**src/sled_pkg.sv**
```systemverilog
// constants and types for the status lamp driver
// assumes one 200 MHz clock and lamps driven high-active by the pins
//
// Contract
// - stopped mode shows the mode lamp steady yellow.
// - running mode shows the mode lamp steady green.
// - startup mode flashes the mode lamp alternating green and yellow.
// - startup, self-test or firmware update alternate mode lamp, maintenance dark.
// - internal, card or configuration mismatch error flashes the error lamp.
// - defective hardware: error steady red, mode steady yellow, maintenance dark.
// - card insertion flashes maintenance lamp and forces the stopped mode.
// - after card stop, evaluation starts only on run, memory reset or power up.
// - card removal signalled: mode steady yellow, maintenance lamp flashing.
// - maintenance request lights maintenance steady; mode lamp follows mode.
// - lamp test or bad firmware flashes all three lamps, mode alternating.
// - link lamp green while the network connection is established.
// - traffic lamp yellow while network transmission is active.
// - each digital channel lamp green mirrors its channel state.
// - module health lamp green when operational, red when defective.
// - analogue channel green when configured and active, red on error.
// - field power absent flashes health and channel lamps red.
// - unconfigured or updating module flashes health green, channels dark.
// - configured error-free module holds health and channels steady green.
// - channel error flashes red with diagnostics on, stays green otherwise.
package sled_pkg;
  localparam int N_DIG = 16;
  localparam int N_ANA = 4;
  localparam logic [11:0] ADDR_CTRL = 12'h000;
  localparam logic [11:0] ADDR_CMD = 12'h004;
  localparam logic [11:0] ADDR_STAT = 12'h008;
  localparam int CTRL_MAINTENANCE_INDICATOR_BIT = 0;
  localparam int CTRL_LTEST_BIT = 1;
  localparam int CTRL_MODULE_HEALTH_INDICATOR_BIT = 2;
  localparam logic [2:0] CTRL_RESET = 3'h4;
  localparam int CMD_RUN_BIT = 0;
  localparam int CMD_STOP_BIT = 1;
  localparam int CMD_MEMORY_RESET_COMMAND_BIT = 2;
  localparam int STAT_HOLD_BIT = 3;
  localparam int STAT_MODE_Y_BIT = 4;
  localparam int STAT_MODE_G_BIT = 5;
  localparam int STAT_ERR_BIT = 6;
  localparam int STAT_MAINTENANCE_INDICATOR_BIT = 7;
  localparam int STAT_HEALTH_G_BIT = 8;
  localparam int STAT_HEALTH_R_BIT = 9;
  localparam logic [7:0] STARTUP_CYCLES = 8'h10;
  localparam int CLK_KHZ = 200000;
  localparam int FLASH_HALF_MS = 250;
  localparam int FLASH_HALF_CYCLES = FLASH_HALF_MS * CLK_KHZ;
  typedef enum logic [2:0] {
    MODE_STOP = 3'b001,
    MODE_START = 3'b010,
    MODE_RUN = 3'b100
  } sled_mode_t;
endpackage

```
**src/sled_tb_if.sv**
```systemverilog
// shared flash phase between the timebase and the lamp logic
// assumes both ends sit on the same clock
`timescale 1ns/1ps
`default_nettype none
interface sled_tb_if;
  logic phase;
  modport src (output phase);
  modport dst (input phase);
endinterface
`default_nettype wire

```
**src/sled_flash.sv**
```systemverilog
// flash timebase: square wave with equal halves
// assumes sys_rst is synchronous to clock
`timescale 1ns/1ps
`default_nettype none
module sled_flash
  import sled_pkg::*;
#(
  parameter int unsigned HALF_CYCLES = FLASH_HALF_CYCLES
) (
  input wire logic clock,
  input wire logic sys_rst,
  sled_tb_if.src tb
);
  typedef struct packed {
    logic [31:0] cnt;
    logic phase;
  } sled_fl_t;
  sled_fl_t s_reg;
  sled_fl_t s_next;

  always_comb begin
    s_next = s_reg;
    if (s_reg.cnt == 32'(HALF_CYCLES - 1)) begin
      s_next.cnt = 32'h0;
      s_next.phase = ~s_reg.phase;
    end else begin
      s_next.cnt = s_reg.cnt + 32'h1;
    end
  end

  always_ff @(posedge clock) begin
    if (sys_rst) begin
      s_reg <= '0;
    end else begin
      s_reg <= s_next;
    end
  end

  assign tb.phase = s_reg.phase;
endmodule
`default_nettype wire

```
**src/sled_top.sv**
```systemverilog
// status lamp driver for a controller cpu and one signal module
// assumes apb master on clock, condition inputs synchronous to clock
//
// Local design decisions: the register offsets and the APB slave port.
`timescale 1ns/1ps
`default_nettype none
module sled_top
  import sled_pkg::*;
#(
  parameter int unsigned FLASH_HALF = FLASH_HALF_CYCLES
) (
  input wire logic clock,
  input wire logic sys_rst,
  input wire logic psel,
  input wire logic penable,
  input wire logic pwrite,
  input wire logic [11:0] paddr,
  input wire logic [31:0] pwdata,
  output logic [31:0] prdata,
  output logic pready,
  output logic pslverr,
  input wire logic cpu_internal_error,
  input wire logic card_error,
  input wire logic config_mismatch,
  input wire logic hw_defect,
  input wire logic fw_defect,
  input wire logic self_test,
  input wire logic fw_update,
  input wire logic card_insert,
  input wire logic card_remove,
  input wire logic net_link,
  input wire logic net_activity,
  input wire logic [N_DIG-1:0] dig_state,
  input wire logic field_power_ok,
  input wire logic mod_configured,
  input wire logic mod_updating,
  input wire logic mod_defect,
  input wire logic [N_ANA-1:0] ana_active,
  input wire logic [N_ANA-1:0] ana_error,
  output logic card_eval,
  output logic mode_yellow,
  output logic mode_green,
  output logic error_red,
  output logic maintenance_indicator,
  output logic link_green,
  output logic traffic_yellow,
  output logic [N_DIG-1:0] chan_green,
  output logic [N_DIG-1:0] chan_red,
  output logic health_green,
  output logic health_red,
  output logic [N_ANA-1:0] ana_green,
  output logic [N_ANA-1:0] ana_red
);
  typedef struct packed {
    sled_mode_t mode;
    logic [7:0] start_cnt;
    logic card_hold;
    logic maintenance_indicator_flash;
    logic boot;
    logic eval;
    logic [2:0] ctrl;
    logic mode_y;
    logic mode_g;
    logic err_r;
    logic maintenance_indicator_y;
    logic link_g;
    logic traf_y;
    logic [N_DIG-1:0] chan_g;
    logic [N_DIG-1:0] chan_r;
    logic hl_g;
    logic hl_r;
    logic [N_ANA-1:0] ana_g;
    logic [N_ANA-1:0] ana_r;
  } sled_state_t;

  sled_state_t s_reg;
  sled_state_t s_next;
  sled_tb_if tb ();

  sled_flash #(
    .HALF_CYCLES(FLASH_HALF)
  ) u_flash (
    .clock(clock),
    .sys_rst(sys_rst),
    .tb(tb.src)
  );

  logic ph;
  logic wr_ctrl;
  logic wr_cmd;
  logic run_req;
  logic stop_req;
  logic memory_reset_command_req;
  logic all_flash;
  logic alt_mode;
  logic err_any;
  logic mod_ok;

  assign ph = tb.phase;
  // zero wait state slave: every access completes in its first access cycle
  assign pready = 1'b1;
  assign wr_ctrl = psel && penable && pwrite && (paddr == ADDR_CTRL);
  assign wr_cmd = psel && penable && pwrite && (paddr == ADDR_CMD);
  assign run_req = wr_cmd && pwdata[CMD_RUN_BIT];
  assign stop_req = wr_cmd && pwdata[CMD_STOP_BIT];
  assign memory_reset_command_req = wr_cmd && pwdata[CMD_MEMORY_RESET_COMMAND_BIT];
  assign all_flash = s_reg.ctrl[CTRL_LTEST_BIT] || fw_defect;
  assign alt_mode = (s_reg.mode == MODE_START) || self_test || fw_update;
  assign err_any = cpu_internal_error || card_error || config_mismatch;
  assign mod_ok = field_power_ok && mod_configured && !mod_updating
      && !mod_defect;

  always_comb begin
    pslverr = 1'b0;
    prdata = 32'h0;
    if (psel && penable) begin
      unique case (paddr)
        ADDR_CTRL: prdata[2:0] = s_reg.ctrl;
        ADDR_CMD: prdata = 32'h0;
        ADDR_STAT: begin
          prdata[2:0] = s_reg.mode;
          prdata[STAT_HOLD_BIT] = s_reg.card_hold;
          prdata[STAT_MODE_Y_BIT] = s_reg.mode_y;
          prdata[STAT_MODE_G_BIT] = s_reg.mode_g;
          prdata[STAT_ERR_BIT] = s_reg.err_r;
          prdata[STAT_MAINTENANCE_INDICATOR_BIT] = s_reg.maintenance_indicator_y;
          prdata[STAT_HEALTH_G_BIT] = s_reg.hl_g;
          prdata[STAT_HEALTH_R_BIT] = s_reg.hl_r;
        end
        default: pslverr = 1'b1;
      endcase
    end
  end

  always_comb begin
    s_next = s_reg;
    s_next.boot = 1'b0;
    if (wr_ctrl) begin
      s_next.ctrl = pwdata[2:0];
    end
    // power up counts as an evaluation trigger, like run or memory reset
    s_next.eval = s_reg.boot;
    unique case (s_reg.mode)
      MODE_STOP: begin
        if (run_req) begin
          s_next.mode = MODE_START;
          s_next.start_cnt = 8'h0;
        end
      end
      MODE_START: begin
        if (s_reg.start_cnt == STARTUP_CYCLES - 8'h1) begin
          s_next.mode = MODE_RUN;
        end else begin
          s_next.start_cnt = s_reg.start_cnt + 8'h1;
        end
        if (stop_req) begin
          s_next.mode = MODE_STOP;
        end
      end
      MODE_RUN: begin
        if (stop_req) begin
          s_next.mode = MODE_STOP;
        end
      end
      // a non one-hot code can only come from an upset: fall back to stop
      default: s_next.mode = MODE_STOP;
    endcase
    if (s_reg.card_hold && (run_req || memory_reset_command_req)) begin
      s_next.eval = 1'b1;
      s_next.card_hold = 1'b0;
      s_next.maintenance_indicator_flash = 1'b0;
    end
    // insertion wins over a clear arriving in the same cycle
    if (card_insert) begin
      s_next.mode = MODE_STOP;
      s_next.card_hold = 1'b1;
      s_next.maintenance_indicator_flash = 1'b1;
    end
    if (hw_defect) begin
      s_next.mode = MODE_STOP;
    end

    // cpu lamps, lowest priority first: the last assignment wins
    s_next.mode_y = (s_reg.mode == MODE_STOP);
    s_next.mode_g = (s_reg.mode == MODE_RUN);
    s_next.err_r = err_any && ph;
    s_next.maintenance_indicator_y = s_reg.ctrl[CTRL_MAINTENANCE_INDICATOR_BIT];
    if (s_reg.maintenance_indicator_flash) begin
      s_next.maintenance_indicator_y = ph;
    end
    if (card_remove) begin
      s_next.mode_y = 1'b1;
      s_next.mode_g = 1'b0;
      s_next.maintenance_indicator_y = ph;
    end
    if (alt_mode) begin
      s_next.mode_y = ph;
      s_next.mode_g = ~ph;
      s_next.maintenance_indicator_y = 1'b0;
    end
    if (hw_defect) begin
      s_next.mode_y = 1'b1;
      s_next.mode_g = 1'b0;
      s_next.err_r = 1'b1;
      s_next.maintenance_indicator_y = 1'b0;
    end
    if (all_flash) begin
      s_next.mode_y = ph;
      s_next.mode_g = ~ph;
      s_next.err_r = ph;
      s_next.maintenance_indicator_y = ph;
    end
    s_next.link_g = net_link;
    s_next.traf_y = net_activity;

    // module lamps; the field power fault wins over the channel view
    s_next.hl_g = 1'b1;
    s_next.hl_r = 1'b0;
    s_next.chan_g = dig_state;
    s_next.chan_r = '0;
    for (int i = 0; i < N_ANA; i++) begin
      s_next.ana_g[i] = ana_active[i];
      s_next.ana_r[i] = 1'b0;
      if (ana_error[i]) begin
        if (s_reg.ctrl[CTRL_MODULE_HEALTH_INDICATOR_BIT]) begin
          s_next.ana_g[i] = 1'b0;
          s_next.ana_r[i] = ph;
        end else begin
          s_next.ana_g[i] = 1'b1;
        end
      end
    end
    if (mod_defect) begin
      s_next.hl_g = 1'b0;
      s_next.hl_r = 1'b1;
    end
    if (!mod_configured || mod_updating) begin
      s_next.hl_g = ph;
      s_next.hl_r = 1'b0;
      s_next.chan_g = '0;
      s_next.ana_g = '0;
      s_next.ana_r = '0;
    end
    if (!field_power_ok) begin
      s_next.hl_g = 1'b0;
      s_next.hl_r = ph;
      s_next.chan_g = '0;
      s_next.chan_r = {N_DIG{ph}};
      s_next.ana_g = '0;
      s_next.ana_r = {N_ANA{ph}};
    end
  end

  always_ff @(posedge clock) begin
    if (sys_rst) begin
      s_reg <= '0;
      s_reg.mode <= MODE_STOP;
      s_reg.ctrl <= CTRL_RESET;
      s_reg.boot <= 1'b1;
    end else begin
      s_reg <= s_next;
    end
  end

  assign card_eval = s_reg.eval;
  assign mode_yellow = s_reg.mode_y;
  assign mode_green = s_reg.mode_g;
  assign error_red = s_reg.err_r;
  assign maintenance_indicator = s_reg.maintenance_indicator_y;
  assign link_green = s_reg.link_g;
  assign traffic_yellow = s_reg.traf_y;
  assign chan_green = s_reg.chan_g;
  assign chan_red = s_reg.chan_r;
  assign health_green = s_reg.hl_g;
  assign health_red = s_reg.hl_r;
  assign ana_green = s_reg.ana_g;
  assign ana_red = s_reg.ana_r;

  logic plain_c;
  assign plain_c = !all_flash && !hw_defect && !self_test && !fw_update;
endmodule
`default_nettype wire

```
**config.mk**
```make
export PLATFORM = sky130hd
export DESIGN_NAME = sled_top
export DESIGN_NICKNAME = d
export VERILOG_FILES = /design/src/sled_pkg.sv /design/src/sled_tb_if.sv /design/src/sled_flash.sv /design/src/sled_top.sv
export SDC_FILE = /design/constraint.sdc
export NUM_CORES = 1
export LEC_CHECK = 0
export BUFFER_PORTS_ARGS = -buffer_cell sky130_fd_sc_hd__buf_2
export CAP_MARGIN = 20
export CORE_AREA = 2 2 92 94
export DETAILED_ROUTE_END_ITERATION = 6
export DIE_AREA = 0 0 94 96
export PLACE_DENSITY_LB_ADDON = 0.08
export SLEW_MARGIN = 20
export SYNTH_ARGS = -nofsm -noshare
export SYNTH_HDL_FRONTEND = slang
export SYNTH_SLANG_ARGS = --single-unit
```
**constraint.sdc**
```tcl
create_clock -name clock -period 4.19 [get_ports clock]
set_input_delay 1.257 -clock clock [delete_from_list [all_inputs] [get_ports clock]]
set_output_delay 1.257 -clock clock [all_outputs]
set_load 0.05 [all_outputs]
```
==> summary.txt <==
Outcome
  • Status: finished clean

GRT
  • Largest net degree at the start of global routing: 33
  • Vias in the first global route: 2829
  • GRT Total Usage: 0.183
  • First-pass GRT wire length: 13100 um
  • Remaining global-route overflow: 0
  • Antenna violations before repair: 0

Floorplan
  • Die area: 0.00902 mm2
  • Initial Util: 0.502
  • Chip width: 94 um
  • Ports: 171
  • Core footprint: 0.00805 mm2
  • Num rows: 33
  • Die Y: 96 um

Place
  • GP Congestion: 0.790
  • Port bufs: 118
  • Placed Instance Area: 0.00434 mm2
  • Post-DP HPWL: 6190 um

Hold path
  • Hold Crit Class: reg -> reg
  • Hold depth: 1

Power
  • Internal Power: 0.00124 W
  • Switching power: 0.000411 W
  • Sw Share: 0.249
  • Leak: 2.01 nW
  • PnR Total Power: 0.00165 W
  • Clock power share: 0.423
  • Pwr Density: 359 mW/mm2
  • Combinational fraction of design power: 0.089
  • Sequential fraction of design power: 0.488
  • Peak supply drop: 0.203 mV

Clock tree
  • CTS tree: built
  • Setup Buffers After CTS: 0
  • Hold_buf cts: 0
  • Num CTS Buffers: 9
  • Clk sinks: 83
  • CTS Root Cell: clkbuf_8
  • Clock Pin Slew Worst Setup and Hold Paths: 0.08 ns
  • CTS H-tree lvls: 3
  • Post-CTS Resized: 0
  • Clk Latency, worst-skew pair: 0.35 ns
  • Bufs on Longest Clock Path: 2

Timing
  • Relative slew slack: 0.576
  • Fin. max-slew vios: 0
  • Clock skew: 0.00574 ns
  • Final TNS setup: 0 ns
  • Setup Viol. Count Final: 0
  • Highest Clock Rate: 258 MHz
  • Final hold vios: 0
  • Final min period: 3.88 ns
  • Worst-margin pin slew: 0.630 ns
  • Unrepaired setup endpoints after global routing: false
  • Tcrit/Tclk final: 0.926

Setup path
  • Buffers and inverters on the worst path: 2
  • Peak per-stage delay on the critical path: 0.45 ns
  • Nature of the critical path startpoint: primary input
  • WS Path Type: in -> out
  • Required time worst endpoint: 2.93 ns
  • Element type at the critical path end: output port
  • Cell mode on critical path: buf_2
  • CP max FO: 10
  • CP cell instances: buf_2, nor4_1, and4_1, and3_1, buf_2
  • Data arrival, critical path: 2.62 ns
  • CP top delay family: simple AND/OR/NAND/NOR gates
  • Worst path depth: 5
  • Critical-path top delay cell: and4_1
  • Worst R2R Path Depth: 5

Final layout
  • Number of flip-flops under the largest register name: 32
  • Share of post-route cells with drive strength above 1: 0.288
  • Final Util: 0.570
  • Fin area: 0.00459 mm2
  • Area Overhead vs Synth: 13.4%
  • ANT cells: 0
  • Final Net Count: 623

Detailed routing
  • First-pass DRT Iterations: 4
  • Wire per inst: 13.1 um
  • DRT antenna net count: 0
  • Vias per inst: 5.08
  • Vias: 3267
  • Total Routed Length: 8410 um
  • Initial DRC count: 71
  • # DRC: 0

Synth
  • Yosys Warn Count: 0
  • Sequential fraction of the synthesis area: 0.411
  • Distinct cell type count after synthesis: 50
  • Mapped Cells: 459
  • Top post-synthesis cells by area: dfxtp_1 (41%), buf_4 (12%), nor2_1 (3.4%)
  • Post-synth EDFFs: 0
  • Yosys top cell by area: dfxtp_1
  • Post-synth top flop: dfxtp_1
  • Post-Synthesis Cell Area: 0.00405 mm2
  • Syn avg cell area: 8.81 um2
  • Synthesis-stage register bit count: 83
  • Async S/R FF share, synth: 0
  • Synth top area share: 0.411

Flow run
  • Max_cap viols: 0
[layer usage]
metal	part of all wire	GRT usage	up-vias
li1	-	-	1670
met1	0.46	0.231	1482
met2	0.47	0.310	106
met3	0.060	0.0368	9
met4	0.011	0.0700	0
met5	0	0	-
[final timing paths]
kind / start / endpoint / slack [ns]
max: paddr[7] / prdata[9] / 0.31
min: s_reg[52]$_DFF_P_ / card_eval$_SDFF_PP0_ / 0.46
max reg2reg: u_flash.s_reg[1]$_SDFF_PP0_ / u_flash.s_reg[23]$_SDFF_PP0_ / 1.81
min reg2reg: s_reg[52]$_DFF_P_ / card_eval$_SDFF_PP0_ / 0.46
[power groups by stage]
stage | logic (W) | registers (W) | clock network, W
5_1_grt | 0.000158 | 0.000805 | 0.000755
2_1_floorplan | 0.000110 | 0.000834 | 0
6_report | 0.000147 | 0.000804 | 0.000698
4_1_cts | 0.000148 | 0.000804 | 0.000717
3_5_place_dp | 0.000147 | 0.000823 | 0
3_3_place_gp | 0.000147 | 0.000822 | 0
[synth_stat cells, drive strengths merged, types with 2 or more instances]
cell type	n
nor2b	6
dfxtp	83
and4	4
nand2b	2
o21ai	18
mux2i	8
or2	3
nor4bb	2
nand3	20
o21a	2
and3b	2
nor2	37
clkbuf	13
ha	2
nand4b	2
conb	2
nand2	17
nor4	7
buf	66
a21o	6
inv	12
or3	10
nor4b	2
xnor2	13
nor3b	5
and3	13
nand4	10
and2	18
o31ai	10
a21oi	27
xor2	6
nor3	8
o41ai	2
or4	12
[cells in the final DEF, fill, tap and decap left out, types with 9 or more instances in the layout]
| cell | Yosys | routed |
|---|---|---|
| and2_1 | 18 | 18 |
| nand2_1 | 17 | 17 |
| conb_1 | 2 | 23 |
| o21ai_0 | 17 | 17 |
| a21oi_1 | 23 | 23 |
| or3_1 | 10 | 10 |
| clkbuf_8 | 0 | 9 |
| buf_2 | 2 | 118 |
| nand3_1 | 19 | 19 |
| xnor2_1 | 13 | 13 |
| o31ai_1 | 10 | 9 |
| dfxtp_1 | 83 | 83 |
| and3_1 | 12 | 12 |
| inv_1 | 12 | 12 |
| nand4_1 | 10 | 10 |
| nor2_1 | 37 | 37 |
[cell type report]
| class | count | area (um2) |
|---|---|---|
| Clock inverter | 7 | 124 |
| Multi-Input combinational cell | 306 | 1890 |
| Tap cell | 105 | 131 |
| Timing Repair Buffer | 121 | 613 |
| Fill cell | 771 | 3460 |
| Clock buffer | 9 | 124 |
| Inverter | 12 | 45.0 |
| Sequential cell | 83 | 1660 |
[logic make-up (layout without fill, tap and decap cells)]
family,count (synthesis),after routing,synth area share
simple gates,183,183,0.264
mux,9,9,0.0226
xor+xnor,19,19,0.0411
other cells,2,23,0.00186
fa+ha+maj,2,2,0.00619
buf+inv,91,149,0.145
compound gates,70,70,0.108
flops,83,83,0.411
[per-stage QoR]
stage | hold slack [ns] | cells | setup WS [ns]
finish | 0.456 | 643 | 0.311
detailed placement | 0.439 | 627 | 0.300
global placement | 0.426 | 627 | 0.333
CTS | 0.465 | 643 | 0.288
global route | 0.479 | 643 | 0.103
floorplan | 0.418 | 480 | 0.283
No activity file was read; power rests on OpenSTA's default activity.
